<file path="config.mk">
export PLATFORM = sky130hd
export DESIGN_NAME = afs_output_format
export DESIGN_NICKNAME = d
export VERILOG_FILES = /design/src/inc/afs_pkg.sv /design/src/inc/afs_stream_if.sv /design/src/logic/afs_buffer.sv /design/src/logic/afs_output_format.sv
export SDC_FILE = /design/constraint.sdc
export NUM_CORES = 1
export LEC_CHECK = 0
export BUFFER_PORTS_ARGS = -buffer_cell sky130_fd_sc_hd__buf_2
export CAP_MARGIN = 20
export CORE_UTILIZATION = 30
export CTS_CLUSTER_DIAMETER = 40
export CTS_CLUSTER_SIZE = 30
export DETAILED_ROUTE_END_ITERATION = 8
export PLACE_DENSITY_LB_ADDON = 0.08
export SLEW_MARGIN = 0
export SYNTH_ARGS = -nofsm -noshare
export SYNTH_HDL_FRONTEND = slang
export SYNTH_SLANG_ARGS = --single-unit
</file>
<file path="constraint.sdc">
create_clock -name clock_in -period 5 [get_ports clock_in]
set_input_delay 1.25 -clock clock_in [delete_from_list [all_inputs] [get_ports clock_in]]
set_output_delay 1.25 -clock clock_in [all_outputs]
set_load 0.02 [all_outputs]
</file>
<file path="src/inc/afs_pkg.sv">
/*
 Shared constants for the converter output formatter and standby block.
 Assumes a single 20 MHz conversion clock and an active-high async reset.
*/
package afs_pkg;
    // ------------------------------------------------------------
    // Widths and timing
    // ------------------------------------------------------------
    localparam int AFS_DATA_W = 10;
    localparam int AFS_PIPE_DEPTH = 6;
    localparam int AFS_LAT_W = 3;
    localparam logic [AFS_LAT_W-1:0] AFS_FILL_CYCLES = 3'h6;
    localparam logic [AFS_LAT_W-1:0] AFS_FILL_RESET = 3'h0;
    localparam logic [AFS_DATA_W-1:0] AFS_WORD_RESET = 10'h000;
    localparam logic [AFS_DATA_W-1:0] AFS_MID_CODE = 10'h200;
    localparam int AFS_MSB = AFS_DATA_W - 1;
    localparam int AFS_BUF_DEPTH = 2;

    typedef enum logic [1:0] {
        AFS_STANDBY,
        AFS_FILL,
        AFS_RUN
    } afs_state_t;

    function automatic logic [AFS_DATA_W-1:0] afs_format(
        input logic [AFS_DATA_W-1:0] ob, input logic twos);
        afs_format = {ob[AFS_MSB] ^ twos, ob[AFS_MSB-1:0]};
    endfunction
endpackage

</file>
<file path="src/inc/afs_stream_if.sv">
/*
 Valid/ready word channel between the formatter core and its output buffer.
 Assumes both ends share clock_in.
*/
`timescale 1ns/1ps
interface afs_stream_if;
    import afs_pkg::*;
    logic valid;
    logic ready;
    logic [AFS_DATA_W-1:0] data;
    modport src (output valid, output data, input ready);
    modport dst (input valid, input data, output ready);
endinterface

</file>
<file path="src/logic/afs_buffer.sv">
/*
 Two-entry word buffer with valid and ready on both sides.
 Assumes the source and sink share clock_in; flush empties it.
*/
`timescale 1ns/1ps
module afs_buffer
    import afs_pkg::*;
(
    input wire logic clock_in,
    input wire logic rst_in,
    input wire logic flush_in,
    afs_stream_if.dst up,
    output logic out_valid_out,
    output logic [AFS_DATA_W-1:0] out_data_out,
    input wire logic out_ready_in
);
    logic [AFS_DATA_W-1:0] mem [AFS_BUF_DEPTH];
    logic rd_idx;
    logic wr_idx;
    logic [1:0] count;
    logic push;
    logic pop;

    assign up.ready = (count != 2'h2) && !flush_in;
    assign push = up.valid && up.ready;
    assign pop = out_valid_out && out_ready_in;
    assign out_valid_out = (count != 2'h0) && !flush_in;
    assign out_data_out = mem[rd_idx];

    always_ff @(posedge clock_in or posedge rst_in) begin
        if (rst_in) begin
            count <= 2'h0;
            rd_idx <= 1'b0;
            wr_idx <= 1'b0;
        end else if (flush_in) begin
            count <= 2'h0;
            rd_idx <= 1'b0;
            wr_idx <= 1'b0;
        end else begin
            if (push) begin
                wr_idx <= ~wr_idx;
            end
            if (pop) begin
                rd_idx <= ~rd_idx;
            end
            count <= count + {1'b0, push} - {1'b0, pop};
        end
    end

    always_ff @(posedge clock_in or posedge rst_in) begin
        if (rst_in) begin
            mem[0] <= AFS_WORD_RESET;
            mem[1] <= AFS_WORD_RESET;
        end else if (push) begin
            mem[wr_idx] <= up.data;
        end
    end
endmodule // afs_buffer

</file>
<file path="src/logic/afs_output_format.sv">
/*
 Output side of a 10-bit pipelined converter: latency pipeline, standby
 handling, offset-binary or two's-complement coding, buffered word output.
 Assumes sample_in is a raw offset-binary code on clock_in; control pins are
 asynchronous and are synchronised here. Assumes the capture side runs on
 clock_in and drives out_ready_in from logic on that clock.
 standby_out is a status for a supervisor, never a clock.
*/
// Operation
// [RL1] Power-down request high holds standby and stops conversion activity.
// [RL2] Standby output words are undefined; capture must not use them as valid.
// [RL3] Standby destroys pipeline contents; discard words until refilled.
// [RL4] Standby entered and held regardless of clock running or its rate.
// [RL5] Format select high gives two's-complement words.
// [RL6] Format select low gives offset-binary words.
// [RL7] Each result leaves as a 10-bit parallel word.
// [RL8] Each output line drives one receiver; buffering downstream advised.
// [RL9] One word per clock, lagging its sample by fixed latency.
// [RL10] Output words change only after the rising clock edge.
// [RL11] Offset-binary mid-scale step lies between 0x1ff and 0x200.
// [RL12] Two's-complement equals offset-binary with MSB inverted.
`timescale 1ns/1ps
module afs_output_format
    import afs_pkg::*;
(
    input wire logic clock_in,
    input wire logic rst_in,
    input wire logic power_down_request_in,
    input wire logic format_select_in,
    input wire logic [AFS_DATA_W-1:0] sample_in,
    input wire logic out_ready_in,
    output logic [AFS_DATA_W-1:0] data_out,
    output logic data_valid_out,
    output logic standby_out,
    output logic sample_ready_out
);
    // ------------------------------------------------------------
    // Pin synchronisers
    // ------------------------------------------------------------
    logic [2:0] pd_sync;
    logic [2:0] fmt_sync;
    logic pd_level;
    logic fmt_level;
    logic [AFS_DATA_W-1:0] pipe [AFS_PIPE_DEPTH];
    logic [AFS_LAT_W-1:0] fill_count;
    logic [AFS_DATA_W-1:0] fmt_word;
    afs_state_t state;
    afs_state_t next_state;
    afs_stream_if chan ();

    // Power-down chain: nothing but the next stage reads stage one
    always_ff @(posedge clock_in or posedge rst_in) begin
        if (rst_in) begin
            pd_sync <= 3'h0;
        end else begin
            pd_sync <= {pd_sync[1:0], power_down_request_in};
        end
    end

    // Format chain, same three stages
    always_ff @(posedge clock_in or posedge rst_in) begin
        if (rst_in) begin
            fmt_sync <= 3'h0;
        end else begin
            fmt_sync <= {fmt_sync[1:0], format_select_in};
        end
    end

    // Accept a change only once stages two and three agree
    always_ff @(posedge clock_in or posedge rst_in) begin
        if (rst_in) begin
            pd_level <= 1'b0;
        end else if (pd_sync[1] == pd_sync[2]) begin
            pd_level <= pd_sync[2];
        end
    end

    // Format is meant as a strap; a change in flight recodes a few words
    always_ff @(posedge clock_in or posedge rst_in) begin
        if (rst_in) begin
            fmt_level <= 1'b0;
        end else if (fmt_sync[1] == fmt_sync[2]) begin
            fmt_level <= fmt_sync[2];
        end
    end

    // ------------------------------------------------------------
    // Standby state machine
    // ------------------------------------------------------------
    // Leaves standby only on the synchronised level, then refills in full
    // before any word is offered, so no corrupted stage reaches the output
    always_comb begin
        next_state = state;
        case (state)
            AFS_STANDBY: begin
                if (!pd_level) begin
                    next_state = AFS_FILL;
                end
            end
            AFS_FILL: begin
                if (pd_level) begin
                    next_state = AFS_STANDBY; // RL1
                end else if (fill_count == AFS_FILL_CYCLES) begin
                    next_state = AFS_RUN; // RL3
                end
            end
            AFS_RUN: begin
                if (pd_level) begin
                    next_state = AFS_STANDBY; // RL1
                end
            end
            default: next_state = AFS_STANDBY;
        endcase
    end

    always_ff @(posedge clock_in or posedge rst_in) begin
        if (rst_in) begin
            state <= AFS_STANDBY;
        end else begin
            state <= next_state;
        end
    end

    // ------------------------------------------------------------
    // State decode
    // ------------------------------------------------------------
    logic in_standby;
    logic in_fill;
    logic in_run;

    assign in_standby = (state == AFS_STANDBY);
    assign in_fill = (state == AFS_FILL);
    assign in_run = (state == AFS_RUN);

    // Standby flag is combinational from the pin: holds with no clock edges
    // A pin pulse caught on fewer than two consecutive edges shows here only
    assign standby_out = power_down_request_in || in_standby; // RL4

    // ------------------------------------------------------------
    // Latency pipeline
    // ------------------------------------------------------------
    // Fill counter saturates at the fill length and clears outside fill
    always_ff @(posedge clock_in or posedge rst_in) begin
        if (rst_in) begin
            fill_count <= AFS_FILL_RESET;
        end else if (!in_fill) begin
            fill_count <= AFS_FILL_RESET; // RL3
        end else if (fill_count != AFS_FILL_CYCLES) begin
            fill_count <= fill_count + 3'h1;
        end
    end

    // Pipeline stalls with the buffer so no word is lost
    always_ff @(posedge clock_in or posedge rst_in) begin
        if (rst_in) begin
            for (int i = 0; i < AFS_PIPE_DEPTH; i++) begin
                pipe[i] <= AFS_WORD_RESET;
            end
        end else if (in_standby) begin
            // Contents corrupted on purpose; no stale sample survives
            for (int i = 0; i < AFS_PIPE_DEPTH; i++) begin
                pipe[i] <= ~AFS_WORD_RESET; // RL3
            end
        end else if (chan.ready || in_fill) begin
            pipe[0] <= sample_in; // RL9
            for (int i = 1; i < AFS_PIPE_DEPTH; i++) begin
                pipe[i] <= pipe[i-1]; // RL9
            end
        end
    end

    assign sample_ready_out = !in_standby && (chan.ready || in_fill);

    // ------------------------------------------------------------
    // Coding and buffered output
    // ------------------------------------------------------------
    // Offset binary: mid-scale step 0x1ff to 0x200 passes unchanged
    assign fmt_word = afs_format(pipe[AFS_PIPE_DEPTH-1], fmt_level); // RL5 RL6 RL11 RL12
    assign chan.data = fmt_word;
    // Synchronised level only: the raw pin must not reach the buffer's flip-flops
    assign chan.valid = in_run && !pd_level; // RL2

    // ------------------------------------------------------------
    // Two-entry buffer
    // ------------------------------------------------------------
    // Absorbs the lag between a capture stall and the pipeline stall
    logic buf_valid;
    logic [AFS_DATA_W-1:0] buf_data;

    afs_buffer u_buf (
        .clock_in(clock_in),
        .rst_in(rst_in),
        .flush_in(in_standby),
        .up(chan),
        .out_valid_out(buf_valid),
        .out_data_out(buf_data),
        .out_ready_in(out_ready_in)
    );

    // ------------------------------------------------------------
    // Output registers
    // ------------------------------------------------------------
    // Registered output word changes only on the rising edge
    always_ff @(posedge clock_in or posedge rst_in) begin
        if (rst_in) begin
            data_out <= AFS_WORD_RESET;
        end else if (buf_valid && out_ready_in) begin
            data_out <= buf_data; // RL7 RL10
        end
    end

    // One pulse per word; a stalled capture side leaves it low
    always_ff @(posedge clock_in or posedge rst_in) begin
        if (rst_in) begin
            data_valid_out <= 1'b0;
        end else begin
            data_valid_out <= buf_valid && out_ready_in && !in_standby; // RL2
        end
    end
endmodule // afs_output_format

</file>
; Word-level counts from Yosys, hierarchy flattened
; Cells that the tools add are included.
[word_totals]
latchBits = 0
input_bits = 15
regBits = 108
mem_bits_ro = 0
output_inout_bits = 13
word_cells = 79
n_memories = 0
mem_bits_rw = 0
[classes]
n_div = 0
n_reduce_logical = 18
bitwise = 5
add_sub_neg = 3
eq_ne = 11
shift = 0
muxes = 20
order_cmp = 3
n_mul = 0
[op_table]
columns = operator, n
row1 = two-way mux 60 bit, 2
row2 = two-way mux 10 bit, 4
row3 = bitwise mux 20 bit, 1
row4 = demux 10 bit (select 1 bit), 1
row5 = two-way mux 2 bit, 5
row6 = logical AND 1 bit, 8
row7 = nonzero test 2 bit, 4
row8 = two-way mux 3 bit, 2
row9 = != test 2 bit (second input constant), 3
row10 = one-hot mux 2 bit (3 select lines), 1
row11 = greater-or-equal comparator 2 bit (second input constant), 2
row12 = two-way mux 1 bit, 4
row13 = NOT 1 -> 2 bit, 2
row14 = adder 3 x 1 -> 3 bit (second input constant), 1
row15 = equality test 3 bit (second input constant), 1
row16 = != test 3 x 2 -> 1 bit (second input constant), 1
row17 = != test 3 bit (second input constant), 1
row18 = AND reduction 3 bit, 1
row19 = adder 2 x 1 -> 2 bit, 1
row20 = equality test 1 bit, 2
row21 = equality test 2 x 1 -> 1 bit (second input constant), 1
row22 = equality test 2 bit (second input constant), 1
row23 = logical NOT 1 bit, 2
row24 = logical NOT 2 bit, 1
row25 = other kinds (6), 8

; Logic depth before layout (Yosys ltp)
[logic_depth]
depth_word = 7
ltp_mapped = 9
mapped_depth_nobuf = 8

; Hierarchy
; Synthesis repeated with hierarchy kept, for this count alone.
[unflattened]
hier_cells = 284
hier_area_um2 = 4245.3
[modules_own_cells]
columns = mod, n_inst, cells_each, area_each_um2, seq_area_each_um2
row1 = afs_output_format, 1, 205, 3080.5, 2102.0
row2 = afs_buffer, 1, 79, 1164.9, 600.6

; Least setup slack after synthesis
; No wires, ideal clock.
[synth_path]
path_kind = in2out
start = input port power_down_request_in
end = output port standby_out
required_time_ns = 3.750
t_arrival_ns = 1.587
setup_slack_ns = 2.163
stages = 1
n_path_buf = 0
cell_sequence = or2_2
[synth_via]
elab_chain_len = 1
[synth_lines]
columns = item, line
row1 = "start, declared", afs_output_format.sv:28  ; input wire logic power_down_request_in,
row2 = logical OR 1 bit, afs_output_format.sv:137  ; assign standby_out = power_down_request_in || in_standby;
row3 = "end, declared", afs_output_format.sv:34  ; output logic standby_out,
; No other way between the ends.

; Worst setup path in the final report
[layout_path]
start = register state[1]
end = output port sample_ready_out
[layout_via]
elab_chain_len = 5
word_cells_on_any_way = 6
[layout_lines]
columns = item, line
row1 = "start, declared", afs_output_format.sv:47  ; afs_state_t state;
row2 = "start signal, assigned", afs_output_format.sv:120  ; state <= next_state;
row3 = logical NOT 2 bit, afs_output_format.sv:131  ; assign in_standby = (state == AFS_STANDBY);
row4 = logical NOT 1 bit, "afs_buffer.sv:24, afs_output_format.sv:172"
row5 = logical AND 1 bit, afs_buffer.sv:24  ; assign up.ready = (count != 2'h2) && !flush_in;
row6 = logical OR 1 bit, afs_output_format.sv:172  ; assign sample_ready_out = !in_standby && (chan.ready || in_fill);
row7 = logical AND 1 bit *, afs_output_format.sv:172
row8 = "end, declared", afs_output_format.sv:35  ; output logic sample_ready_out
; Every way passes the cells marked *; elsewhere a longest branch is shown, timed or not.

==> results_dict.tcl <==
set metrics [dict create \
    r2r_cells 3 \
    drive_gt1_share_pct 17.0 \
    numPortBuffers 27 \
    synth_top_area_cell "dfrtp_1" \
    reg2reg_from "state[0]" \
    synth_edf_count 0 \
    drtAntennaViolNets 0 \
    cts_root_buf "clkbuf_16" \
    holdWs_ns 0.354 \
    cts-hold-fix-buffers 0 \
    cts_inserted_buffers 9 \
    end_kind "primary output" \
    initialDrtViolationCount 140 \
    finalHoldViolCount 0 \
    critPathLaunchType "flip-flop" \
    overflow 0 \
    cp_data_required_time_ns 3.75 \
    multi_input_area_mm2 0.00153 \
    fin_crit_sh_pct 62.1 \
    design.core.area_mm2 0.0140 \
    synth.avg_cell_area_um2 10.6 \
    post-place-ws_ns 1.96 \
    worst_pin_slew_ns 0.858 \
    start_util_pct 31.1 \
    async_reset_ff_share_pct 100 \
    nets 449 \
    cts_max_path_buffers 2 \
    die-area_mm2 0.0150 \
    cts_tree "done" \
    cts_setup_buffers 0 \
    drc 0 \
    synth_ff_type "dfrtp_1" \
    first_pass_iters 4 \
    path_cells "and3b_2, buf_4, nor2_1, buf_2" \
    globalplace.congestion 0.681 \
    max_stage_delay_ns 0.51 \
    min_period_ns 3.10 \
    ys_ff_latch 108 \
    num-fill-cells 1428 \
    die_w_um 123 \
    worstSetupEndpoint "sample_ready_out" \
    clock.fmax_mhz 322 \
    worstSetupStartpoint "state[1]" \
    holdPathStages 0 \
    clk_pin_slew_worst_paths_ns 0.07 \
    row_count 43 \
    vias 2736 \
    areaGrowthSynthToFinish_pct 14.2 \
    first_global_vias 2884 \
    io_pins 28 \
    rsz0062_at_grt "no" \
    finalPower_mw 1.78 \
    crit_slowest_cell "buf_4" \
    worstSkewPairLatency_ns 0.35 \
    r2r-end "u_buf.mem[5]" \
    synth_top_area_share_pct 61.9 \
    path_class "reg2out" \
    dp_hpwl_mm 4.35 \
    ctsHtreeMaxLevel 3 \
    r2r_slack_ns 2.93 \
    syn-cell-area_mm2 0.00437 \
    setup_slack_ns 1.90 \
    yosysSeqAreaShare_pct 61.9 \
    drt_wl_total_mm 7.84 \
    synth_area_leaders "dfrtp_1, nand2_1, o21ai_0, mux2_4, mux2i_1" \
    grt_first_pass_wirelength_mm 14.0 \
    skew_ns 0.00954 \
    crit_path_max_fanout 61 \
    viasPerCell 4.45 \
    grt_util_all_layers_pct 12.3 \
    irDropWorstVdd_uv 275 \
    cts-resized-gates 0 \
    cap_viol_max_count 0 \
    yosysWarningCount 0 \
    diodes 0 \
    die-height_um 123 \
    finalMaxSlewViolations 0 \
    setup_viol 0 \
    p_leak_nw 2.07 \
    synth.most_common_cell "nand2_1" \
    wl_per_cell_um 12.8 \
    synth.distinct_cells 29 \
    syn_inst 411 \
    slew_headroom_pct 42.5 \
    tns_ns 0 \
    synth_common_cells "nand2_1, dfrtp_1, o21ai_0, mux2_4, clkbuf_1" \
    synth_nets 430 \
    p_per_area_mw_per_mm2 357 \
    worst_ep_arrival_time_ns 1.85 \
    hold_class "reg2reg" \
    outcome "complete, no violations" \
    grt_max_degree 84 \
    cts_sinks 108 \
    seqCellArea_mm2 0.00270 \
    antenna_found_initial 0 \
]
==> registers in the layout, indices dropped and copies added, names as in the netlist, 2 cells and up <==
register	cells
data_out	10
pipe	51
u_buf.mem	20
u_buf.count	2
pd_sync	3
chan.data	9
state	2
fill_count	3
fmt_sync	3
==> kinds of logic (layout without fill, tap and decap cells) <==
| group | after synthesis | count (layout) | synth area share [%] |
|---|---|---|---|
| fa+ha+maj | 6 | 6 | 1.60 |
| xor+xnor | 4 | 4 | 0.802 |
| compound gates | 77 | 77 | 9.17 |
| simple gates | 155 | 155 | 14.2 |
| buf+inv | 31 | 55 | 3.24 |
| mux | 30 | 30 | 9.08 |
| flops | 108 | 108 | 61.9 |
==> through the flow <==
| step | utilization, % | area, µm² | cells |
|---|---|---|---|
| floorplan | - | 4370 | 411 |
| global placement | 33.2 | 4660 | 598 |
| detailed placement | 33.2 | 4660 | 598 |
| CTS | 35.3 | 4960 | 614 |
| global route | 35.5 | 4980 | 615 |
| finish | 35.5 | 4980 | 615 |
==> power breakdown <==
part	total [mW]	leakage, nW	switching [mW]	internal, mW
Sequential	0.947	1.20	0.0278	0.919
Combinational	0.116	0.726	0.0661	0.0496
Clock	0.717	0.138	0.327	0.390
Total	1.78	2.07	0.421	1.36
==> critical path, delay by kind of cell, from the launching register on <==
| kind | cells | cell delay [ns] |
|---|---|---|
| flops | 1 | 0.49 |
| buf+inv | 2 | 0.69 |
| simple gates | 2 | 0.31 |
==> cells in the final DEF, fill, tap and decap left out, types with 2 or more instances in the layout <==
cell type / Yosys / routed
nand2b_1: 2 / 2
ha_1: 4 / 4
o21ai_0: 73 / 73
nor2_1: 10 / 9
dfrtp_1: 108 / 108
mux2_4: 19 / 19
xor2_1: 3 / 3
clkbuf_16: 0 / 9
maj3_1: 2 / 2
mux2i_1: 10 / 10
clkinvlp_4: 0 / 3
inv_1: 6 / 5
nor3_1: 2 / 2
buf_4: 0 / 5
buf_2: 8 / 27
nand2_1: 132 / 132
==> routing by layer <==
metal	track usage [%]	share of wire (%)	up-vias
li1	-	-	1388
met1	15.7	51	1307
met2	19.0	44	33
met3	4.51	3.9	8
met4	4.34	1.3	0
met5	0	0	-
==> how the worst min path moves through the flow <==
| stage | endpoint | startpoint | slack, ns |
|---|---|---|---|
| after global routing | fmt_sync[1] | fmt_sync[0] | 0.38 |
| after floorplan | fmt_sync[1] | fmt_sync[0] | 0.33 |
| after detailed placement | pd_sync[1] | pd_sync[0] | 0.34 |
| after CTS | pd_sync[1] | pd_sync[0] | 0.36 |
| final | pd_sync[1] | pd_sync[0] | 0.35 |
| after global placement | pd_sync[1] | pd_sync[0] | 0.34 |
==> final cells by class <==
type	instances	area share (%)
Clock buffer	9	4.52
Clock inverter	7	1.51
Inverter	6	0.502
Multi-Input combinational cell	272	30.7
Sequential cell	108	54.2
Tap cell	180	4.52
Timing Repair Buffer	33	4.02
No activity file was read; power rests on OpenSTA's default activity.
